**config.mk**
```make
export PLATFORM = sky130hd
export DESIGN_NAME = vnc_config
export DESIGN_NICKNAME = d
export VERILOG_FILES = /design/src/vnc_pkg.sv /design/src/vnc_divider.sv /design/src/vnc_config.sv
export SDC_FILE = /design/constraint.sdc
export NUM_CORES = 2
export LEC_CHECK = 0
export ABC_CLOCK_PERIOD_IN_PS = 12180
export BUFFER_PORTS_ARGS = -buffer_cell sky130_fd_sc_hd__buf_2
export CAP_MARGIN = 20
export CORE_MARGIN = 3
export CORE_UTILIZATION = 60
export DETAILED_ROUTE_END_ITERATION = 7
export PLACE_DENSITY = 0.89
export SETUP_SLACK_MARGIN = 0.5
export SLEW_MARGIN = 20
export SYNTH_ARGS = -nofsm -noshare
export SYNTH_HDL_FRONTEND = slang
export SYNTH_SLANG_ARGS = --single-unit
```
**constraint.sdc**
```tcl
create_clock -name mclk -period 12.18 [get_ports mclk]
set_input_delay 1.218 -clock mclk [delete_from_list [all_inputs] [get_ports mclk]]
set_output_delay 1.218 -clock mclk [all_outputs]
set_load 0.01 [all_outputs]
```
**src/vnc_pkg.sv**
```systemverilog
package vnc_pkg;
    // register byte offsets
    localparam logic [7:0] VNC_CTRL_OFS  = 8'h00;
    localparam logic [7:0] VNC_SCALE_OFS = 8'h04;
    localparam logic [7:0] VNC_BAND_OFS  = 8'h08;
    localparam logic [7:0] VNC_BPCNT_OFS = 8'h0c;
    localparam logic [7:0] VNC_BPWR_OFS  = 8'h10;
    localparam logic [7:0] VNC_SUBC_OFS  = 8'h14;
    localparam logic [7:0] VNC_STAT_OFS  = 8'h18;
    // control register fields
    localparam int VNC_FMT_POS    = 0;
    localparam int VNC_HALF_POS   = 1;
    localparam int VNC_METHOD_POS = 2;
    localparam int VNC_DSPOL_POS  = 5;
    localparam int VNC_USPOL_POS  = 6;
    localparam int VNC_DSLIM_POS  = 8;
    localparam int VNC_USLIM_POS  = 16;
    // scale register fields
    localparam int VNC_RXSF_POS  = 0;
    localparam int VNC_TXSF_POS  = 8;
    localparam int VNC_TXPSD_POS = 16;
    // band register fields
    localparam int VNC_BLO_POS = 0;
    localparam int VNC_BHI_POS = 16;
    // breakpoint write fields
    localparam int VNC_BPIDX_POS = 0;
    localparam int VNC_BPT_POS   = 8;
    localparam int VNC_BPPSD_POS = 24;
    // subcarrier result fields
    localparam int VNC_BUSY_POS  = 31;
    localparam int VNC_VALID_POS = 30;
    localparam int VNC_ZERO_POS  = 29;
    localparam int VNC_OOB_POS   = 28;
    // status fields
    localparam int VNC_STDS_POS = 8;
    localparam int VNC_STUS_POS = 10;
    // sizes and limits
    localparam int             VNC_NBP      = 16;
    localparam int             VNC_BEARERS  = 2;
    localparam logic [7:0]     VNC_PSD_MAX  = 8'hc8;
    localparam logic [4:0]     VNC_LIM_MIN  = 5'h05;
    localparam logic [4:0]     VNC_LIM_MAX  = 5'h1f;
    localparam logic [2:0]     VNC_METHOD_FIXED  = 3'h3;
    localparam logic [2:0]     VNC_METHOD_SCALED = 3'h4;
    // levels in half-dB units: top is -40 dBm/Hz, bottom -140 dBm/Hz
    localparam logic signed [10:0] VNC_TOP_LVL = -11'sh050;
    localparam logic signed [10:0] VNC_BOT_LVL = -11'sh118;
    // reset values
    localparam logic       VNC_FMT_RST    = 1'h0;
    localparam logic [2:0] VNC_METHOD_RST = 3'h3;
    localparam logic [4:0] VNC_LIM_RST    = 5'h0a;
    localparam logic [7:0] VNC_SF_RST     = 8'h00;
    localparam logic [7:0] VNC_PSD_RST    = 8'h00;
    localparam logic [4:0] VNC_BPCNT_RST  = 5'h00;

    typedef struct packed {
        logic [11:0] t;
        logic [7:0]  psd;
    } vnc_bp_t;

    typedef enum logic [1:0] {VNC_IDLE, VNC_SCAN, VNC_DIV} vnc_state_t;
endpackage

```
**src/vnc_divider.sv**
```systemverilog
`timescale 1ns/1ps
// serial signed-by-unsigned divider, one quotient bit per cycle
module vnc_divider (
    input  wire logic               mclk,
    input  wire logic               arst_n,
    input  wire logic               start,
    input  wire logic signed [24:0] num,
    input  wire logic        [12:0] den,
    output logic                    done,
    output logic signed      [10:0] quot
);
    logic [13:0] remQ, remD;
    logic [24:0] qQ, qD;
    logic [12:0] denQ, denD;
    logic [4:0]  cntQ, cntD;
    logic        busyQ, busyD, negQ, negD, doneQ, doneD;
    logic [13:0] shifted;

    always_comb begin
        remD    = remQ;
        qD      = qQ;
        denD    = denQ;
        cntD    = cntQ;
        busyD   = busyQ;
        negD    = negQ;
        doneD   = 1'b0;
        shifted = {remQ[12:0], qQ[24]};
        if (start && !busyQ) begin
            busyD = 1'b1;
            negD  = num[24];
            qD    = num[24] ? 25'(-num) : 25'(num);
            remD  = 14'h0000;
            denD  = den;
            cntD  = 5'h00;
        end else if (busyQ) begin
            if (shifted >= {1'b0, denQ} && denQ != 13'h0000) begin
                remD = 14'(shifted - {1'b0, denQ});
                qD   = {qQ[23:0], 1'b1};
            end else begin
                remD = shifted;
                qD   = {qQ[23:0], 1'b0};
            end
            cntD = 5'(cntQ + 5'h01);
            if (cntQ == 5'h18) begin
                busyD = 1'b0;
                doneD = 1'b1;
            end
        end
    end

    always_ff @(posedge mclk or negedge arst_n) begin
        if (!arst_n) begin
            remQ  <= 14'h0000;
            qQ    <= 25'h0000000;
            denQ  <= 13'h0000;
            cntQ  <= 5'h00;
            busyQ <= 1'b0;
            negQ  <= 1'b0;
            doneQ <= 1'b0;
        end else begin
            remQ  <= remD;
            qQ    <= qD;
            denQ  <= denD;
            cntQ  <= cntD;
            busyQ <= busyD;
            negQ  <= negD;
            doneQ <= doneD;
        end
    end

    assign done = doneQ;
    assign quot = negQ ? -$signed(qQ[10:0]) : $signed(qQ[10:0]);
endmodule

```
**src/vnc_config.sv**
```systemverilog
// Chosen here: the APB interface to the registers and the address map.
`timescale 1ns/1ps
// Overview of operation
// - scale format takes only 0, or 1 if supported
// - format starts at 0; 1 only when supported
// - link state changes never touch the format
// - half spacing: odd indices down, first up
// - psd code 0..200 maps -40..-140 dBm/Hz
// - codes 201..255 mean zero noise power
// - storage for sixteen breakpoints per band
// - ignore breakpoints outside the upstream band
// - per subcarrier linear interpolation in dB
// - method 3 raw breakpoints, method 4 scaled
// - scale factors signed, half-dB steps
// - upstream control level is level plus factor
// - downstream level plus factor, clamped -140..-40
// - downstream policy copies config, remote fallback
// - upstream policy copies config, local fallback
// - errored-second limit valid from 5 to 31
// - thresholds pass through unchanged
module vnc_config #(
    parameter bit FMT1_SUPPORTED = 1'b1
) (
    input  wire logic        mclk,
    input  wire logic        arst_n,
    input  wire logic        psel,
    input  wire logic        penable,
    input  wire logic        pwrite,
    input  wire logic [7:0]  paddr,
    input  wire logic [31:0] pwdata,
    output logic      [31:0] prdata,
    output logic             pready,
    output logic             pslverr,
    input  wire logic [1:0]  remoteUnsupported,
    input  wire logic [1:0]  localUnsupported,
    output logic             histScaleFormat,
    output logic      [7:0]  txCtrlPsdCode,
    output logic      [1:0]  dsPolicy,
    output logic      [1:0]  usPolicy,
    output logic      [4:0]  dsErroredLimit,
    output logic      [4:0]  usErroredLimit
);
    localparam logic signed [10:0] VNC_TOP = vnc_pkg::VNC_TOP_LVL;

    function automatic logic signed [10:0] psdLevel(input logic [7:0] c);
        return 11'(VNC_TOP - $signed({3'h0, c}));
    endfunction
    function automatic logic signed [10:0] sfExt(input logic [7:0] s);
        return $signed({{3{s[7]}}, s});
    endfunction
    function automatic logic [12:0] evenT(input logic [11:0] t, input logic first,
                                          input logic half);
        logic [12:0] w;
        w = {1'b0, t};
        if (half && first) w = 13'(w + 13'h0001) & 13'h1ffe;
        else if (half) w = w & 13'h1ffe;
        return w;
    endfunction

    // register bank
    logic                 fmtQ, fmtD, halfQ, halfD, dsCfgQ, dsCfgD, usCfgQ, usCfgD;
    logic [2:0]           methodQ, methodD;
    logic [4:0]           dsLimQ, dsLimD, usLimQ, usLimD, bpCntQ, bpCntD;
    logic [7:0]           rxSfQ, rxSfD, txSfQ, txSfD, txPsdQ, txPsdD;
    logic [11:0]          bandLoQ, bandLoD, bandHiQ, bandHiD, subcQ, subcD;
    logic [3:0]           bpSelQ, bpSelD;
    vnc_pkg::vnc_bp_t     bpQ [vnc_pkg::VNC_NBP];
    vnc_pkg::vnc_bp_t     bpD [vnc_pkg::VNC_NBP];
    logic [31:0]          prdataD;
    logic                 preadyD, pslverrD, wrEn, setup, mapped;
    logic                 startReq;

    assign setup = psel && penable && !pready;
    assign wrEn  = psel && penable && pready && pwrite;

    always_comb begin
        mapped = 1'b1;
        unique case (paddr)
            vnc_pkg::VNC_CTRL_OFS, vnc_pkg::VNC_SCALE_OFS, vnc_pkg::VNC_BAND_OFS,
            vnc_pkg::VNC_BPCNT_OFS, vnc_pkg::VNC_BPWR_OFS, vnc_pkg::VNC_SUBC_OFS,
            vnc_pkg::VNC_STAT_OFS: mapped = 1'b1;
            default: mapped = 1'b0;
        endcase
    end

    // interpolation engine state
    vnc_pkg::vnc_state_t  stQ, stD;
    logic [3:0]           segQ, segD;
    logic signed [10:0]   lvAQ, lvAD, lvBQ, lvBD, resQ, resD;
    logic                 validQ, validD, zeroQ, zeroD, oobQ, oobD, divStart, divDone;
    logic [12:0]          xPos, ta, tb;
    logic signed [10:0]   segA, segB, diff;
    logic signed [24:0]   divNum;
    logic [12:0]          divDen;
    logic signed [10:0]   divQuot;

    always_comb begin
        fmtD = fmtQ; halfD = halfQ; methodD = methodQ;
        dsCfgD = dsCfgQ; usCfgD = usCfgQ; dsLimD = dsLimQ; usLimD = usLimQ;
        rxSfD = rxSfQ; txSfD = txSfQ; txPsdD = txPsdQ;
        bandLoD = bandLoQ; bandHiD = bandHiQ; bpCntD = bpCntQ;
        bpSelD = bpSelQ; subcD = subcQ; bpD = bpQ;
        startReq = 1'b0;
        if (wrEn) begin
            unique case (paddr)
                vnc_pkg::VNC_CTRL_OFS: begin
                    if (!pwdata[vnc_pkg::VNC_FMT_POS] || FMT1_SUPPORTED) begin
                        fmtD = pwdata[vnc_pkg::VNC_FMT_POS];
                    end
                    halfD   = pwdata[vnc_pkg::VNC_HALF_POS];
                    methodD = pwdata[vnc_pkg::VNC_METHOD_POS +: 3];
                    dsCfgD  = pwdata[vnc_pkg::VNC_DSPOL_POS];
                    usCfgD  = pwdata[vnc_pkg::VNC_USPOL_POS];
                    if (pwdata[vnc_pkg::VNC_DSLIM_POS +: 5] >= vnc_pkg::VNC_LIM_MIN) begin
                        dsLimD = pwdata[vnc_pkg::VNC_DSLIM_POS +: 5];
                    end
                    if (pwdata[vnc_pkg::VNC_USLIM_POS +: 5] >= vnc_pkg::VNC_LIM_MIN) begin
                        usLimD = pwdata[vnc_pkg::VNC_USLIM_POS +: 5];
                    end
                end
                vnc_pkg::VNC_SCALE_OFS: begin
                    rxSfD  = pwdata[vnc_pkg::VNC_RXSF_POS +: 8];
                    txSfD  = pwdata[vnc_pkg::VNC_TXSF_POS +: 8];
                    txPsdD = pwdata[vnc_pkg::VNC_TXPSD_POS +: 8];
                end
                vnc_pkg::VNC_BAND_OFS: begin
                    bandLoD = pwdata[vnc_pkg::VNC_BLO_POS +: 12];
                    bandHiD = pwdata[vnc_pkg::VNC_BHI_POS +: 12];
                end
                vnc_pkg::VNC_BPCNT_OFS: begin
                    if (pwdata[4:0] <= 5'h10) bpCntD = pwdata[4:0];
                end
                vnc_pkg::VNC_BPWR_OFS: begin
                    bpSelD = pwdata[vnc_pkg::VNC_BPIDX_POS +: 4];
                    if (pwdata[vnc_pkg::VNC_BPT_POS +: 12] >= bandLoQ &&
                        pwdata[vnc_pkg::VNC_BPT_POS +: 12] <= bandHiQ) begin
                        bpD[bpSelD].t   = pwdata[vnc_pkg::VNC_BPT_POS +: 12];
                        bpD[bpSelD].psd = pwdata[vnc_pkg::VNC_BPPSD_POS +: 8];
                    end
                end
                vnc_pkg::VNC_SUBC_OFS: begin
                    if (stQ == vnc_pkg::VNC_IDLE) begin
                        subcD    = pwdata[11:0];
                        startReq = 1'b1;
                    end
                end
                default: ;
            endcase
        end
    end

    // endpoint levels of the current segment; method 4 shifts both by the factor
    always_comb begin
        xPos = halfQ ? {subcQ, 1'b0} : {1'b0, subcQ};
        ta   = evenT(bpQ[segQ].t, segQ == 4'h0, halfQ);
        tb   = evenT(bpQ[4'(segQ + 4'h1)].t, 1'b0, halfQ);
        segA = psdLevel(bpQ[segQ].psd);
        segB = psdLevel(bpQ[4'(segQ + 4'h1)].psd);
        if (methodQ == vnc_pkg::VNC_METHOD_SCALED) begin
            segA = 11'(segA + sfExt(rxSfQ));
            segB = 11'(segB + sfExt(rxSfQ));
        end
        diff   = 11'(lvBQ - lvAQ);
        divNum = 25'(diff * $signed({1'b0, 13'(xPos - ta)}));
        divDen = 13'(tb - ta);
    end

    always_comb begin
        stD = stQ; segD = segQ; lvAD = lvAQ; lvBD = lvBQ; resD = resQ;
        validD = validQ; zeroD = zeroQ; oobD = oobQ; divStart = 1'b0;
        unique case (stQ)
            vnc_pkg::VNC_IDLE: begin
                if (startReq) begin
                    validD = 1'b0; zeroD = 1'b0; oobD = 1'b0;
                    segD = 4'h0;
                    stD  = vnc_pkg::VNC_SCAN;
                end
            end
            vnc_pkg::VNC_SCAN: begin
                // relies on strictly increasing indices from software
                if ({1'b0, segQ} + 5'h01 >= bpCntQ ||
                    subcQ < bandLoQ || subcQ > bandHiQ) begin
                    oobD = 1'b1; validD = 1'b1;
                    stD  = vnc_pkg::VNC_IDLE;
                end else if (xPos >= ta && xPos <= tb) begin
                    lvAD = segA;
                    lvBD = segB;
                    if (bpQ[segQ].psd > vnc_pkg::VNC_PSD_MAX ||
                        bpQ[4'(segQ + 4'h1)].psd > vnc_pkg::VNC_PSD_MAX) begin
                        zeroD = 1'b1; validD = 1'b1;
                        stD   = vnc_pkg::VNC_IDLE;
                    end else begin
                        stD = vnc_pkg::VNC_DIV;
                    end
                end else begin
                    segD = 4'(segQ + 4'h1);
                end
            end
            vnc_pkg::VNC_DIV: begin
                // no restart in the done cycle, or a stale job would still run
                divStart = !divDone;
                if (divDone) begin
                    resD   = 11'(lvAQ + divQuot);
                    validD = 1'b1;
                    stD    = vnc_pkg::VNC_IDLE;
                end
            end
            default: stD = vnc_pkg::VNC_IDLE;
        endcase
    end

    vnc_divider u_div (
        .mclk   (mclk),
        .arst_n (arst_n),
        .start  (divStart),
        .num    (divNum),
        .den    (divDen),
        .done   (divDone),
        .quot   (divQuot)
    );

    // signalled values, each from a flip-flop
    logic signed [10:0] txSum, txClamp;
    logic [7:0]         txCodeD;
    logic [1:0]         dsPolD, usPolD;
    always_comb begin
        txSum   = 11'(psdLevel(txPsdQ) + sfExt(txSfQ));
        txClamp = txSum;
        if (txSum < vnc_pkg::VNC_BOT_LVL) txClamp = vnc_pkg::VNC_BOT_LVL;
        if (txSum > VNC_TOP) txClamp = VNC_TOP;
        txCodeD = (txPsdQ > vnc_pkg::VNC_PSD_MAX) ? txPsdQ : 8'(VNC_TOP - txClamp);
        dsPolD  = {2{dsCfgQ}} & ~remoteUnsupported;
        usPolD  = {2{usCfgQ}} & ~localUnsupported;
        prdataD = 32'h00000000;
        unique case (paddr)
            vnc_pkg::VNC_CTRL_OFS: prdataD = {11'h000, usLimQ, 3'h0, dsLimQ, 1'b0, usCfgQ,
                                             dsCfgQ, methodQ, halfQ, fmtQ};
            vnc_pkg::VNC_SCALE_OFS: prdataD = {8'h00, txPsdQ, txSfQ, rxSfQ};
            vnc_pkg::VNC_BAND_OFS: prdataD = {4'h0, bandHiQ, 4'h0, bandLoQ};
            vnc_pkg::VNC_BPCNT_OFS: prdataD = {27'h0000000, bpCntQ};
            vnc_pkg::VNC_BPWR_OFS: prdataD = {bpQ[bpSelQ].psd, 4'h0, bpQ[bpSelQ].t,
                                             4'h0, bpSelQ};
            vnc_pkg::VNC_SUBC_OFS: prdataD = {stQ != vnc_pkg::VNC_IDLE, validQ, zeroQ, oobQ,
                                             17'h00000, resQ};
            vnc_pkg::VNC_STAT_OFS: prdataD = {20'h00000, usPolicy, dsPolicy, txCtrlPsdCode};
            default: prdataD = 32'h00000000;
        endcase
        preadyD  = setup;
        pslverrD = setup && !mapped;
    end

    // only reset clears these; no link-state input exists
    always_ff @(posedge mclk or negedge arst_n) begin
        if (!arst_n) begin
            fmtQ <= vnc_pkg::VNC_FMT_RST;
            halfQ <= 1'b0; methodQ <= vnc_pkg::VNC_METHOD_RST;
            dsCfgQ <= 1'b0; usCfgQ <= 1'b0;
            dsLimQ <= vnc_pkg::VNC_LIM_RST; usLimQ <= vnc_pkg::VNC_LIM_RST;
            rxSfQ <= vnc_pkg::VNC_SF_RST; txSfQ <= vnc_pkg::VNC_SF_RST;
            txPsdQ <= vnc_pkg::VNC_PSD_RST;
            bandLoQ <= 12'h000; bandHiQ <= 12'hfff; bpCntQ <= vnc_pkg::VNC_BPCNT_RST;
            bpSelQ <= 4'h0; subcQ <= 12'h000;
            for (int k = 0; k < vnc_pkg::VNC_NBP; k++) bpQ[k] <= '0;
            stQ <= vnc_pkg::VNC_IDLE; segQ <= 4'h0;
            lvAQ <= 11'sh000; lvBQ <= 11'sh000; resQ <= 11'sh000;
            validQ <= 1'b0; zeroQ <= 1'b0; oobQ <= 1'b0;
            prdata <= 32'h00000000; pready <= 1'b0; pslverr <= 1'b0;
            histScaleFormat <= 1'b0; txCtrlPsdCode <= 8'h00;
            dsPolicy <= 2'h0; usPolicy <= 2'h0;
            dsErroredLimit <= vnc_pkg::VNC_LIM_RST; usErroredLimit <= vnc_pkg::VNC_LIM_RST;
        end else begin
            fmtQ <= fmtD; halfQ <= halfD; methodQ <= methodD;
            dsCfgQ <= dsCfgD; usCfgQ <= usCfgD; dsLimQ <= dsLimD; usLimQ <= usLimD;
            rxSfQ <= rxSfD; txSfQ <= txSfD; txPsdQ <= txPsdD;
            bandLoQ <= bandLoD; bandHiQ <= bandHiD; bpCntQ <= bpCntD;
            bpSelQ <= bpSelD; subcQ <= subcD; bpQ <= bpD;
            stQ <= stD; segQ <= segD; lvAQ <= lvAD; lvBQ <= lvBD; resQ <= resD;
            validQ <= validD; zeroQ <= zeroD; oobQ <= oobD;
            prdata <= prdataD; pready <= preadyD; pslverr <= pslverrD;
            histScaleFormat <= fmtQ;
            txCtrlPsdCode <= txCodeD;
            dsPolicy <= dsPolD; usPolicy <= usPolD;
            dsErroredLimit <= dsLimQ;
            usErroredLimit <= usLimQ;
        end
    end
endmodule

```
Word level (Yosys, flattened, before mapping)
Index checks and enable logic that the tools add are counted.
- order comparisons: 21
- equality and inequality tests: 19
- bitwise logic cells: 9
- multiply operators: 1
- muxes and demuxes: 66
- add/subtract/negate cells: 18
- reductions and logical operators: 43
- operators by type and width (cell ; number):
    $bwmux W320 ; 2
    $bmux W20 S4 ; 3
    $pmux W32 S7 ; 1
    $demux W20 S4 ; 2
    $mux W20 ; 7
    $mux W25 ; 3
    $mux W13 ; 5
    $add A10 B8 Y11 ; 3
    $mux W11 ; 3
    $mux W8 ; 4
    $sub A8 B9 Y10 const A ; 3
    $sub A13 B13 Y13 ; 2
    $mul A11 B14 Y25 ; 1
    $neg A25 Y25 ; 1
    $eq A8 B5 Y1 const B ; 3
    $gt A8 B8 Y1 const B ; 3
    $reduce_and A3 Y1 ; 8
    $mux W1 ; 21
    $ge A5 B5 Y1 const B ; 4
    $not A4 Y5 ; 4
    $eq A8 B4 Y1 const B ; 2
    $ge A14 B13 Y1 ; 1
    $add A12 B1 Y13 const B ; 1
    $ge A13 B13 Y1 ; 1
    50 further kinds ; 89
- output and inout port bits: 57
- input port bits: 49
- register bits after elaboration: 564
- logic and storage cells: 248

Longest topological paths before layout
- depth after elaboration: 11
- mapped depth: 48
- gate-level depth less buffers: 37

Cells and area by module
Synthesis repeated with hierarchy kept, for this count alone.
- cells, all modules: 3482
- area total of the unflattened synthesis: 40705.3 um^2
- by module, submodules not included (module ; area each (um^2) ; sequential area each (um^2) ; instances ; cells an instance):
    vnc_config ; 36776.5 ; 12664.6 ; 1 ; 3036
    vnc_divider ; 3928.8 ; 1476.4 ; 1 ; 446

Worst setup path after synthesis
Ideal clock, no wire load.
- path kind: register to register
- start: register segQ[0]
- end: register u_div.qQ[21]
- buffers on the path: 11
- clock period less this slack: 11.164 ns
- required time: 12.054 ns
- setup time: 0.126 ns
- setup slack: 1.016 ns
- cell stages (with the launch flop): 46
- arrival: 11.038 ns
- cell sequence: dfrtp_1 -> buf_6 -> buf_12 -> buf_6 -> buf_6 -> buf_4 -> buf_4 -> buf_2 -> buf_2 -> buf_2 -> mux4_2 -> mux4_2 -> ha_1 -> mux2_2 -> inv_1 -> ha_1 -> nor2b_1 -> o21ai_0 -> [... 10 more ...] -> fa_1 -> inv_1 -> fa_1 -> fa_1 -> inv_1 -> fa_1 -> inv_1 -> ha_1 -> clkbuf_1 -> a2111oi_0 -> o21ai_0 -> a311oi_1 -> o31ai_1 -> a31o_2 -> xor2_1 -> a21oi_1 -> xnor2_1 -> a221o_1
- cells in the longest elaborated chain, start to end: 11
- elaborated cells between the ends (all ways): 14
- those cells by class: add/sub: 3; mul: 1; mux: 7; bitwise: 1; reduce/logical: 2
- RTL lines (what ; line ; source):
    start: declaration ; vnc_config.sv:88 ; logic [3:0] segQ, segD;
    start signal: assignment ; vnc_config.sv:277 ; stQ <= stD; segQ <= segD; lvAQ <= lvAD; lvBQ <= lvBD; resQ <= resD;
    $not A4 Y5 (not written as such) ; vnc_config.sv:155 ; ta = evenT(bpQ[segQ].t, segQ == 4'h0, halfQ);
    $bmux W20 S4 ; vnc_config.sv:155 ;
    $mux W20 (2 in a row) ; -- ;
    $add A12 B1 Y13 or $mux W1 (tied branches) ; vnc_config.sv:55, vnc_config.sv:56 ;
    $mux W13 (*) ; vnc_config.sv:55 ; if (half && first) w = 13'(w + 13'h0001) & 13'h1ffe;
    $sub A13 B13 Y13 (*) ; vnc_config.sv:164 ; divNum = 25'(diff * $signed({1'b0, 13'(xPos - ta)}));
    $mul A11 B14 Y25 (*) ; vnc_config.sv:164 ;
    $neg A25 Y25 ; vnc_divider.sv:31 ; qD = num[24] ? 25'(-num) : 25'(num);
    $mux W25 (*) ; vnc_divider.sv:31 ;
    $mux W25 (*) ; vnc_divider.sv:28 ; if (start && !busyQ) begin
    end signal: assignment ; vnc_divider.sv:62 ; qQ <= qD;
    end: declaration ; vnc_divider.sv:13 ; logic [24:0] qQ, qD;
Mark *: on every way between the ends. The rest lies on a longest branch, timed or not. The select of a mux whose other input is x is not followed.
A chain may end at the register's enable or synchronous reset.

Final worst setup path
- start: register segQ[0]
- end: register u_div.qQ[24]
The elaborated chain is that of the path after synthesis.

==> metrics.cfg <==
[synth]
synthSimpleGateAreaFrac_pct = 8.07
synth_cell_type_count = 98
synth_edf_count = 0
synth_area_per_cell_um2 = 11.7
synth_seq_area_share_pct = 34.4
synth_compound_area_share_pct = 8.70
synth_xor_area_share_pct = 3.51
syn_area_um2 = 41100
yosys.area.top_type = dfrtp_1
synth.ff_latch_count = 564
syn_inst = 3505
synth_warnings = 0
synth_top_family_by_area = multiplexers
synth-main-ff-cell = dfrtp_1
synthArstFlopShare_pct = 100
synth.top_cells.by_area = dfrtp_1, mux4_2, mux2_2
synthesis.nets = 3903
synth_top_area_share_pct = 33.0
synthMuxAreaShare_pct = 27.9
synth_adder_area_share_pct = 12.7
yosys-top-cells-count = dfrtp_1, mux2_2, mux4_2
synth_most_common_cell = dfrtp_1

[die]
die_h_um = 268
io-pin-count = 106
die_w_um = 268
die_area_um2 = 71600
core_area_um2 = 67500
start_util_pct = 60.8
std_cell_rows = 95

[setup_path]
worstPathArrival_ns = 11.52
path_class = register to register
critical_path.max_stage_delay_ns = 0.90
crit_path_max_fanout = 56
crit_top_cell = fa_1
slowest_stage = dfrtp_4
end_kind = register
cp-start-kind = register
critical_path_required_ns = 12.73

[power]
total_power_w = 0.00391
power_frac_clock_pct = 48.5
power_density_nw_per_um2 = 88.1
power_frac_comb_pct = 3.4
internal_power_w = 0.00298
sw_frac_of_total_pct = 23.8
switchingPower_w = 0.000931
seq_power_share_pct = 48.1
vdd_drop_max_mv = 0.149
leakagePower_nw = 21.1

[clock_tree]
clkTransAtPathRegs_ns = 0.07
cts_setup_buffers = 0
clk_latency_ns = 0.67
cts_hold_buf = 0
htreeDepth = 2
cts_made_buffers = 56
clock_sinks = 564
cts_tree = done
clock_path_buffers = 3
cts_root_buf = clkbuf_16

[timing]
finalHoldViolCount = 0
rsz0062_at_grt = no
slew_violations = 0
worstMarginPinSlew_ns = 1.05
period_minus_slack_ns = 10.97
finalSetupViolCount = 0
clock.fmax_mhz = 91.2
timing.final.crit_share_pct = 90.1
worst_slack_ns = 1.21
whs_ns = 0.377
setup_tns_ns = 0
slew_headroom_pct = 29.8
worst_clock_skew_ns = 0.0554

[global_routing]
overflow = 0
grt_max_degree = 151
first_global_vias = 32100
antenna_found_initial = 9
grt_pass1_wl_mm = 192
grtUsageTotal_pct = 35.2

[placed_design]
place_ws_ns = 1.05
place_inst = 4326
io_buffers = 105
place.gp.congestion = 0.977
post-dp-hpwl_mm = 82.7

[finish]
seqCellArea_um2 = 14200
fill_cells = 4493
final_layout_size_suffix_gt1_share_pct = 28.6
stdcell_count = 4436
area_growth_pct = 8.04
finish.net_count = 3911
multiInputGateArea_um2 = 25200

[run_status]
status = finished, violations left
violations = DRC

[hold_path]
hold_path_class = register to register

[route]
ant_nets = 0
drc_errors = 4
detail_route.vias_per_cell = 7.15
postRouteWirelength_mm = 125
num_vias = 31700
drt_first_pass_iters = 8
wire_per_inst_um = 28.3
drt-initial-drc-count = 4216

[job]
maxCapViolations = 0

## placed cells by master (no fill, tap or decap), types with 21 or more instances in the layout
cell       Yosys  layout
nand3_1       28      28
xnor2_1       95      92
mux2_2       396     396
xor2_1        57      54
nor2b_1       39      39
nor3_1        26      24
mux2i_1       33      33
nor2_1       170     169
and3_1        30      30
and2_1        21      21
nand2b_1      37      37
a21oi_1       89      89
clkbuf_16      0      57
fa_1         107     107
nand2_1      261     260
o211ai_1      23      23
mux4_1        23      23
o21ai_0      136     136
ha_1         242     241
a21o_1        62      62
dfstp_2       22      22
dfrtp_1      542     536
buf_2         27     104
buf_4          4      53
nand4_1       21      21
inv_1        263     263
mux4_2       268     268
## final timing paths
path                       startpoint           endpoint  slack (ns)  depth (start not counted)
max in group asynchronous      arst_n       u_div.qQ[15]        9.12                          3
min                         dsLimQ[1]  dsErroredLimit[1]        0.38                          0
min reg2reg                 dsLimQ[1]  dsErroredLimit[1]        0.38                          0
min in group asynchronous      arst_n           bpQ[241]        0.65                          1
max reg2reg                   segQ[0]       u_div.qQ[24]        1.21                         36
max                           segQ[0]       u_div.qQ[24]        1.21                         36
## through the flow
step | cell area [um^2] | utilization [%]
finish | 44400 | 65.7
global route | 44400 | 65.7
CTS | 44300 | 65.6
detailed placement | 42300 | 62.6
global placement | 42300 | 62.6
floorplan | 41100 | -
## timing repair
item	CTS	global route
setup endpoints to repair	0	9
resized for setup	0	5
hold endpoints to repair	0	0
## layer usage
layer	global-route usage, %	up-vias	share of wire [%]
li1	-	12800	-
met1	43.6	15700	34
met2	53.6	2494	44
met3	12.5	726	14
met4	20.5	14	7.4
met5	1.15	-	0.15
## kinds of logic (layout without fill, tap and decap cells)
family                   count (synthesis)  after routing
adder cells (fa/ha/maj)                353            353
flip-flops                             564            564
AO/OA/AOI/OAI                          530            530
other                                    0              3
XOR/XNOR                               157            157
buffers and inverters                  476            531
AND/OR/NAND/NOR                        703            703
multiplexers                           722            722
## layout make-up
type                            count  share of cell area [%]
Clock inverter                     28                   0.801
Timing Repair Buffer              162                    2.24
Clock buffer                       77                    3.68
Tap cell                          873                    2.46
Antenna cell                        3                  0.0169
Sequential cell                   564                    31.9
Multi-Input combinational cell   2465                    56.7
Inverter                          264                    2.23
## worst max-delay path, delay by kind of cell (launching register included)
family,cells,cell delay (ns)
buf+inv,4,0.82
fa+ha+maj,7,3.31
flops,1,0.90
xor+xnor,2,0.48
simple gates,7,1.14
mux,3,1.22
compound gates,13,2.99
## registers in the layout (all words and copies together) (netlist names), 5 cells and up
signal          flops
bandHiQ            12
bandLoQ            12
bpCntQ              5
bpQ               320
dsErroredLimit      5
dsLimQ              5
lvAQ               11
lvBQ               11
prdata             32
resQ               11
rxSfQ               8
subcQ              12
txCtrlPsdCode       8
txPsdQ              8
txSfQ               8
u_div.cntQ          5
u_div.denQ         13
u_div.qQ           25
u_div.remQ         13
usErroredLimit      5
usLimQ              5
## power groups by stage
stage | combinational, W | sequential, W | clock (W)
final | 0.000133 | 0.00188 | 0.00190
after CTS | 0.000128 | 0.00188 | 0.00188
after global placement | 0.000122 | 0.00192 | 0
after global routing | 0.000141 | 0.00188 | 0.00196
after floorplan | 0.0000486 | 0.00191 | 0
after detailed placement | 0.000125 | 0.00192 | 0
(Power assumes the default switching activity.)
